**config.mk**
```make
export PLATFORM = sky130hd
export DESIGN_NAME = tcc_core
export DESIGN_NICKNAME = d
export VERILOG_FILES = /design/src/verilog/tcc_prescaler.v /design/src/verilog/tcc_core.v
export VERILOG_INCLUDE_DIRS = /design/src /design/src/verilog
export SDC_FILE = /design/constraint.sdc
export NUM_CORES = 1
export LEC_CHECK = 0
export BUFFER_PORTS_ARGS = -buffer_cell sky130_fd_sc_hd__clkbuf_2
export CAP_MARGIN = 20
export CORE_MARGIN = 2
export CORE_UTILIZATION = 35
export CTS_CLUSTER_DIAMETER = 200
export DETAILED_ROUTE_END_ITERATION = 7
export PLACE_DENSITY_LB_ADDON = 0.08
export SKIP_CTS_REPAIR_TIMING = 1
export SYNTH_ARGS = -nofsm -noshare
export SYNTH_HDL_FRONTEND = slang
export SYNTH_SLANG_ARGS = --single-unit
```
**constraint.sdc**
```tcl
create_clock -name clk_i -period 4.6 [get_ports clk_i]
set_clock_uncertainty 0.2 [all_clocks]
set_input_delay 0.92 -clock clk_i [delete_from_list [all_inputs] [get_ports clk_i]]
set_output_delay 0.92 -clock clk_i [all_outputs]
set_load 0.005 [all_outputs]
```
**src/verilog/tcc_defines.vh**
```
`ifndef TCC_DEFINES_VH
`define TCC_DEFINES_VH

// ----------------------------------------
// Register offsets (byte addresses, one word each)
// ----------------------------------------
`define TCC_OFS_STATUS_CONTROL 4'h0
`define TCC_OFS_COUNT_HIGH     4'h4
`define TCC_OFS_COUNT_LOW      4'h8
`define TCC_OFS_MODULO         4'hC
`define TCC_OFS_PIN_CONTROL    5'h10

// ----------------------------------------
// Status/control field positions
// ----------------------------------------
`define TCC_BIT_OVF            7
`define TCC_BIT_OVF_IE         6
`define TCC_BIT_CENTER         5
`define TCC_CLKS_HI            4
`define TCC_CLKS_LO            3
`define TCC_PS_HI              2
`define TCC_PS_LO              0

// ----------------------------------------
// Clock source codes
// ----------------------------------------
`define TCC_CLK_NONE           2'h0
`define TCC_CLK_BUS            2'h1
`define TCC_CLK_FIXED          2'h2
`define TCC_CLK_EXT            2'h3

// ----------------------------------------
// Reset values and full-range modulo
// ----------------------------------------
`define TCC_RST_SC             8'h00
`define TCC_RST_COUNT          16'h0000
`define TCC_RST_MODULO         16'h0000
`define TCC_RST_PIN_CONTROL    8'h00
`define TCC_MOD_FULL           16'hFFFF

`endif

```
**src/verilog/tcc_prescaler.v**
```verilog
`timescale 1ns/100ps
`default_nettype none

// ----------------------------------------
// Prescaler: one tick every 2^ps source events
// ----------------------------------------
module tcc_prescaler (
	// Clock and reset
	input  wire       clk_i,
	input  wire       rst_i,
	// Control
	input  wire       src_evt_i,
	input  wire [2:0] ps_i,
	input  wire       hold_i,
	// Result
	output reg        tick_o
);

	reg  [6:0] div_cnt;
	wire [6:0] div_mask;

	assign div_mask = (7'h01 << ps_i) - 7'h01;

	always @(posedge clk_i) begin
		if (rst_i) begin
			div_cnt <= 7'h00;
			tick_o  <= 1'b0;
		end else if (hold_i) begin
			tick_o  <= 1'b0;
		end else if (src_evt_i) begin
			if ((div_cnt & div_mask) == div_mask) begin
				div_cnt <= 7'h00;
				tick_o  <= 1'b1;
			end else begin
				div_cnt <= div_cnt + 7'h01;
				tick_o  <= 1'b0;
			end
		end else begin
			tick_o  <= 1'b0;
		end
	end

endmodule

`default_nettype wire

```
**src/verilog/tcc_core.v**
```verilog
// Functional notes
// After reset the timer is off and pins are inputs, pullups off.
// External clock must run below half bus rate, quarter rate recommended.
// External and fixed clocks pass a two-flop bus-clock synchroniser.
// Software sets channel edge select to 0:0 when its pin clocks timer.
// While timer owns a pin, port data and direction are ignored.
// A channel needing no pin returns it to general-purpose I/O.
// Up mode: overflow flag sets when counter rolls to zero past modulo.
// Center mode: overflow flag sets on step down after reaching modulo.
// Flag clears only by read-while-set then write 0; writing 1 does nothing.
// Overflow during clear sequence restarts it so the flag stays set.
// Overflow request is high whenever flag and enable bit 6 are both set.
// Bit 5 set gives up/down center-aligned counting, clear gives up counting.
// Clock field 4:3: none, bus clock, fixed clock, external pin.
// Prescale field 2:0 divides the synchronised clock by 2^field.
// Counter bytes read-only; reading one latches both until other is read.
// Latch rearmed by reset, any counter write, or status/control write.
// Reset clears the counter.
// Reset clears flag, enable and center select: up-counting start.
// Any write to a counter byte resets the counter.
// Modulo 0x0000 or 0xFFFF lets the counter run full range.
// At modulo: up mode restarts at zero, center mode counts down.
// Debug freeze halts counter and latch; reads leave latch unchanged.
// Counter steps once per prescaler tick and holds when no clock.
//
// The Wishbone slave port and the address map are this design's own decisions.
`timescale 1ns/100ps
`default_nettype none
`include "tcc_defines.vh"

module tcc_core (
	// Clock and reset
	input  wire        clk_i,
	input  wire        rst_i,
	// Wishbone slave
	input  wire        wb_cyc_i,
	input  wire        wb_stb_i,
	input  wire        wb_we_i,
	input  wire [4:0]  wb_adr_i,
	input  wire [3:0]  wb_sel_i,
	input  wire [31:0] wb_dat_i,
	output reg  [31:0] wb_dat_o,
	output reg         wb_ack_o,
	// Clock sources and debug
	input  wire        fixed_system_clock_i,
	input  wire        external_timer_clock_pin_i,
	input  wire        debug_freeze_i,
	// Channel pin ownership requests
	input  wire [7:0]  chan_pin_need_i,
	input  wire [7:0]  chan_pin_drive_i,
	input  wire [7:0]  chan_pin_value_i,
	input  wire [7:0]  port_data_i,
	input  wire [7:0]  port_dir_i,
	// Pins
	output reg  [7:0]  pin_out_o,
	output reg  [7:0]  pin_oe_o,
	output reg  [7:0]  pin_pullup_o,
	// Channel side
	output reg  [15:0] count_o,
	output reg         overflow_evt_o,
	output reg         center_aligned_select_o,
	output reg         overflow_irq_o
);

	// ----------------------------------------
	// Registers
	// ----------------------------------------
	reg        overflow_flag;
	reg        overflow_irq_enable;
	reg        center_aligned_select;
	reg [1:0]  clock_source_field;
	reg [2:0]  prescale_field;
	reg [15:0] counter_modulo_value;
	reg [7:0]  pullup_enable;
	reg [15:0] count;
	reg        count_down;
	reg        clr_armed;
	reg        latch_valid;
	reg        latch_first_high;
	reg [15:0] count_latch;
	reg        fix_s1, fix_s2, fix_s3;
	reg        ext_s1, ext_s2, ext_s3;

	wire       wb_req;
	wire       wr;
	wire       rd;
	wire       sel_sc;
	wire       sel_hi;
	wire       sel_lo;
	wire       sel_mod;
	wire       sel_pin;
	wire       tick;
	reg        src_evt;
	reg        next_ovf_evt;
	reg [15:0] next_count;
	reg        next_down;
	wire [7:0] sc_val;
	wire       full_range;

	function is_rise;
		input prev;
		input cur;
		begin
			is_rise = cur & ~prev;
		end
	endfunction

	assign wb_req  = wb_cyc_i & wb_stb_i & ~wb_ack_o;
	assign wr      = wb_req & wb_we_i & wb_sel_i[0];
	assign rd      = wb_req & ~wb_we_i;
	assign sel_sc  = (wb_adr_i == {1'b0, `TCC_OFS_STATUS_CONTROL});
	assign sel_hi  = (wb_adr_i == {1'b0, `TCC_OFS_COUNT_HIGH});
	assign sel_lo  = (wb_adr_i == {1'b0, `TCC_OFS_COUNT_LOW});
	assign sel_mod = (wb_adr_i == {1'b0, `TCC_OFS_MODULO});
	assign sel_pin = (wb_adr_i == `TCC_OFS_PIN_CONTROL);
	assign sc_val  = {overflow_flag, overflow_irq_enable, center_aligned_select,
	                  clock_source_field, prescale_field};
	// full-range
	assign full_range = (counter_modulo_value == `TCC_RST_MODULO) ||
	                    (counter_modulo_value == `TCC_MOD_FULL);

	// ----------------------------------------
	// Clock source synchronisers
	// ----------------------------------------
	// two-flop sync
	always @(posedge clk_i) begin
		if (rst_i) begin
			fix_s1 <= 1'b0;
			fix_s2 <= 1'b0;
			fix_s3 <= 1'b0;
			ext_s1 <= 1'b0;
			ext_s2 <= 1'b0;
			ext_s3 <= 1'b0;
		end else begin
			fix_s1 <= fixed_system_clock_i;
			fix_s2 <= fix_s1;
			fix_s3 <= fix_s2;
			ext_s1 <= external_timer_clock_pin_i;
			ext_s2 <= ext_s1;
			ext_s3 <= ext_s2;
		end
	end

	// source select
	always @* begin
		case (clock_source_field)
			`TCC_CLK_BUS:   src_evt = 1'b1;
			`TCC_CLK_FIXED: src_evt = is_rise(fix_s3, fix_s2);
			// slow ext clock
			`TCC_CLK_EXT:   src_evt = is_rise(ext_s3, ext_s2);
			default:        src_evt = 1'b0;
		endcase
	end

	// prescale divide
	tcc_prescaler u_prescaler (
		.clk_i     (clk_i),
		.rst_i     (rst_i),
		.src_evt_i (src_evt),
		.ps_i      (prescale_field),
		.hold_i    (debug_freeze_i | (clock_source_field == `TCC_CLK_NONE)),
		.tick_o    (tick)
	);

	// ----------------------------------------
	// Counter next state
	// ----------------------------------------
	always @* begin
		next_count   = count;
		next_down    = count_down;
		next_ovf_evt = 1'b0;
		if (!center_aligned_select) begin
			next_down = 1'b0;
			// up roll
			if (!full_range && count == counter_modulo_value) begin
				next_count   = 16'h0000;
				next_ovf_evt = 1'b1;
			end else begin
				next_count   = count + 16'h0001;
				next_ovf_evt = (count == `TCC_MOD_FULL);
			end
		end else begin
			// up/down mode
			if (!count_down) begin
				if ((!full_range && count == counter_modulo_value) ||
				    count == `TCC_MOD_FULL) begin
					// step down
					next_count   = count - 16'h0001;
					next_down    = 1'b1;
					next_ovf_evt = 1'b1;
				end else begin
					next_count = count + 16'h0001;
				end
			end else if (count == 16'h0000) begin
				next_count = 16'h0001;
				next_down  = 1'b0;
			end else begin
				next_count = count - 16'h0001;
			end
		end
	end

	// ----------------------------------------
	// Register file and counter
	// ----------------------------------------
	always @(posedge clk_i) begin
		if (rst_i) begin
			// reset state
			overflow_flag           <= 1'b0;
			overflow_irq_enable     <= 1'b0;
			center_aligned_select   <= 1'b0;
			clock_source_field      <= `TCC_CLK_NONE;
			prescale_field          <= 3'h0;
			counter_modulo_value    <= `TCC_RST_MODULO;
			pullup_enable           <= `TCC_RST_PIN_CONTROL;
			count                   <= `TCC_RST_COUNT;
			count_down              <= 1'b0;
			clr_armed               <= 1'b0;
			latch_valid             <= 1'b0;
			latch_first_high        <= 1'b0;
			count_latch             <= 16'h0000;
			overflow_evt_o          <= 1'b0;
			wb_ack_o                <= 1'b0;
			wb_dat_o                <= 32'h00000000;
		end else begin
			wb_ack_o       <= wb_req;
			overflow_evt_o <= 1'b0;
			// step per tick
			if (tick && !debug_freeze_i) begin
				count          <= next_count;
				count_down     <= next_down;
				overflow_evt_o <= next_ovf_evt;
			end
			// arm on read
			if (rd && sel_sc && overflow_flag)
				clr_armed <= 1'b1;
			if (wr && sel_sc) begin
				overflow_irq_enable   <= wb_dat_i[`TCC_BIT_OVF_IE];
				center_aligned_select <= wb_dat_i[`TCC_BIT_CENTER];
				clock_source_field    <= wb_dat_i[`TCC_CLKS_HI:`TCC_CLKS_LO];
				prescale_field        <= wb_dat_i[`TCC_PS_HI:`TCC_PS_LO];
				clr_armed             <= 1'b0;
				// write-0 clear
				if (clr_armed && !wb_dat_i[`TCC_BIT_OVF])
					overflow_flag <= 1'b0;
			end
			// set wins, rearm
			if (tick && !debug_freeze_i && next_ovf_evt) begin
				overflow_flag <= 1'b1;
				clr_armed     <= 1'b0;
			end
			if (wr && sel_mod && wb_sel_i[1])
				counter_modulo_value <= wb_dat_i[15:0];
			if (wr && sel_pin)
				pullup_enable <= wb_dat_i[7:0];
			// write resets
			if (wr && (sel_hi || sel_lo)) begin
				count      <= `TCC_RST_COUNT;
				count_down <= 1'b0;
			end
			// coherent latch, frozen in debug
			if (rd && (sel_hi || sel_lo) && !debug_freeze_i) begin
				if (!latch_valid) begin
					latch_valid      <= 1'b1;
					latch_first_high <= sel_hi;
					count_latch      <= count;
				end else if (latch_first_high != sel_hi) begin
					latch_valid <= 1'b0;
				end
			end
			// rearm latch
			if (wr && (sel_hi || sel_lo || sel_sc))
				latch_valid <= 1'b0;
			wb_dat_o <= 32'h00000000;
			if (rd) begin
				if (sel_sc)
					wb_dat_o <= {24'h000000, sc_val};
				else if (sel_hi)
					wb_dat_o <= {24'h000000, latch_valid ? count_latch[15:8] : count[15:8]};
				else if (sel_lo)
					wb_dat_o <= {24'h000000, latch_valid ? count_latch[7:0] : count[7:0]};
				else if (sel_mod)
					wb_dat_o <= {16'h0000, counter_modulo_value};
				else if (sel_pin)
					wb_dat_o <= {24'h000000, pullup_enable};
			end
		end
	end

	// ----------------------------------------
	// Pins and outputs
	// ----------------------------------------
	always @(posedge clk_i) begin
		if (rst_i) begin
			// inputs, no pullup
			pin_out_o               <= 8'h00;
			pin_oe_o                <= 8'h00;
			pin_pullup_o            <= 8'h00;
			count_o                 <= 16'h0000;
			center_aligned_select_o <= 1'b0;
			overflow_irq_o          <= 1'b0;
		end else begin
			// pin ownership
			pin_out_o    <= (chan_pin_need_i & chan_pin_value_i) |
			                (~chan_pin_need_i & port_data_i);
			pin_oe_o     <= (chan_pin_need_i & chan_pin_drive_i) |
			                (~chan_pin_need_i & port_dir_i);
			// Pullup only on pins the timer holds as inputs
			pin_pullup_o <= pullup_enable & chan_pin_need_i & ~chan_pin_drive_i;
			count_o      <= count;
			center_aligned_select_o <= center_aligned_select;
			// irq request
			overflow_irq_o <= overflow_flag & overflow_irq_enable;
		end
	end

endmodule

`default_nettype wire

```
==> metrics.md <==
| Metric | Value |
|---|---|
| Outcome | complete, no violations |
| Antenna cells | 0 |
| GPL Wtd Cong | around 0.92 |
| FF-to-FF Start | count[9] |
| Worst skew pair latency | 0.43 ns |
| Die ar. | 0.0197 mm^2 |
| Total CTS buffers | 17 |
| Post-DP HPWL | around 14000 um |
| CP most frequent cell | nor2_1 |
| Design Area, Final | 0.00778 mm^2 |
| Share of layout cells above drive strength 1 | between 20% and 30% |
| Die X | ~140 um |
| 1st-iter DRT viols | ~380 |
| Fillers | around 1800 |
| Post-placement cell area | approximately 0.007 mm^2 |
| Max incr delay on CP | 0.82 ns |
| Worst-path clk slew | 0.06 ns |
| First-pass iteration count of the detailed router | 5 |
| H-Tree Depth | 4 |
| Post-synth ARST share | 0% |
| Core outline area | 0.0181 mm^2 |
| Setup-failing EPs final | 0 |
| Crit path capture type | flop |
| RSZ-0062 raised after global routing | no |
| Pin count of the biggest net entering global routing | 60 |
| TNS Setup | 0 ns |
| Cells after Synth | a little under 800 |
| Fin crit share | between 70% and 80% |
| Leak | about 3.0 nW |
| Layout Cells excl Fill | about 1100 |
| Drt wl/cell | 17.2 um |
| Peak VDD IR | between 0.2 and 0.3 mV |
| Vias | about 6000 |
| Total gr overflow | 0 |
| Synth warnings | 0 |
| WP data required | roughly 4.7 ns |
| Die height | ~140 um |
| #FFs+latches synth | between 100 and 150 |
| Post-route DRC | 0 |
| Row cnt | 49 |
| Initial Util | between 30 and 40% |
| Hold path start | ext_s1 |
| Area grow syn2layout | 19.8% |
| Antenna violations before repair | 0 |
| Vias in the first global route | 5653 |
| Simple-gate share of the synthesized area | 24.6% |
| Slew margin rel. | between 30% and 40% |
| Worst Hold Class | reg2reg |
| Final-stage net count | between 900 and 1000 |
| Dominant synthesized flop cell | dfxtp_1 |
| I/O pins | 165 |
| Post-synthesis sequential area ratio | 43.8% |
| Tightest Pin Transition | 1.01 ns |
| CP Class | reg2reg |
| Final Hold Vio Count | 0 |
| Placed Instances | around 1100 |
| Post-synthesis compound-gate area fraction | 14.8% |
| Number of synthesized flops with an enable pin | 0 |
| Largest family of logic cells by synthesized area | simple AND/OR/NAND/NOR gates |
| Most frequent cells in the layout | 142 x dfxtp_1, 129 x clkbuf_2, 128 x nand2_1 |
| CTS tree | yes |
| Share of Yosys cell area claimed by the top area cell type | between 40% and 50% |
| Crit path launch | count[9] |
| Final wirelength | 19500 um |
| GRT Overall Usage | 19.7% |
| CP delay by family, top | simple AND/OR/NAND/NOR gates |
| Critical path, cell by cell | xor2_1 -> nor4_1 -> nand4_1 -> nor2_1 -> nor2_1 -> o311ai_0 -> a21oi_1 |
| DP Worst Slack | approximately 1.1 ns |
| Overall power | roughly 2.7 mW |
| Mean area per synthesized cell | around 8 um^2 |
| Synth area leaders | dfxtp_1 44%, nand2_1 7.4%, a21oi_1 6.1% |
| Vias per cell | 5.32 |
| Critical Path Source Type | flop |
| Netlist cell types | 61 |
| First-pass GRT wire length | between 30000 and 40000 um |
| CP bufs+invs | 0 |
| WP data arrival | between 3 and 4 ns |
| Final WS setup | about 1.3 ns |
| F_max | 304 MHz |
| Most common cell after layout, fill and taps aside | dfxtp_1 |
| Total of max-cap violations | 0 |
| Synthesized cell area | around 0.0065 mm^2 |
| Antenna Violating Nets Remaining | 0 |
| Clock Sinks | ~140 |
| Root Buffer | clkbuf_16 |
| CP max-delay cell | dfxtp_1 |
| Post-synthesis xor/xnor area fraction | under 10% |
| Slew Limit Fails | 0 |
| Area leader, netlist | dfxtp_1 |
| Multiplexer share of the synthesized area | 5.69% |
| Final worst path period need | ~3.3 ns |
| Pwr dens | 350 mW/mm^2 |
| Adder-cell share of the synthesized area | less than 1% |
| Max clock buf depth | 2 |
| PortBufs | 130 |
| Crit-path max FO | 14 |
-- layout make-up --
type	count	area, um^2	area share, %
clock buffer	20	437	5.61
multi-input combinational	582	3320	42.7
timing repair buffer	138	713	9.17
sequential	142	2840	36.5
inverter	10	37.5	0.483
tap	229	287	3.68
clock inverter	12	138	1.77
-- flip-flops by register name (all words and copies together), names as in the netlist, 2 cells and up --
register and flops:
count_latch 16, counter_modulo_value 16, pin_oe_o 8, pullup_enable 8, u_prescaler.div_cnt 7, pin_pullup_o 8
count 16, wb_dat_o 16, clock_source_field 2, count_o 16, prescale_field 3, pin_out_o 8
-- logic make-up after synthesis --
logic type	Yosys count
buffers and inverters	81
other	1
DFF	142
AOI/OAI and AO/OA	156
and+or+nand+nor	337
xor gates and xnor gates	33
muxes	36
adders and majority gates	4
-- worst paths after layout --
check,endpoint,slack [ns],depth (start not counted)
min reg2reg,ext_s2,0.24,1
max,count[2],1.31,7
max reg2reg,count[2],1.31,7
min,ext_s2,0.24,1
-- metal layers --
layer	track usage (%)	wire, um	share of wire (%)	up-vias
li1	-	-	-	2916
met1	26.5	8930	46	2855
met2	31.2	8970	46	229
met3	4.07	1310	6.7	26
met4	7.44	335	1.7	0
met5	0	0	0	-
-- cell usage after synthesis, types with 14 or more instances --
| master | instances |
|---|---|
| a21oi_1 | 79 |
| buf_4 | 17 |
| clkbuf_1 | 48 |
| dfxtp_1 | 142 |
| mux2i_1 | 29 |
| nand2_1 | 128 |
| nand3_1 | 25 |
| nand4_1 | 15 |
| nor2_1 | 70 |
| nor2b_1 | 21 |
| nor3_1 | 20 |
| nor4_1 | 14 |
| o21ai_0 | 20 |
| xnor2_1 | 16 |
| xor2_1 | 17 |
-- where the power goes --
part	total, mW	internal (mW)	switching, mW
sequential	1.25	1.24	0.00769
clock	1.35	0.802	0.552
combinational	0.120	0.0515	0.0686
total	2.72	2.10	0.628
-- through the flow --
step | util (%) | hold slack [ns]
after floorplan | - | 0.214
after global placement | 39.8 | 0.226
after detailed placement | 39.8 | 0.237
after CTS | 43.0 | 0.247
after global routing | 43.0 | 0.249
final | 43.0 | 0.242
(Power assumes the default switching activity.)
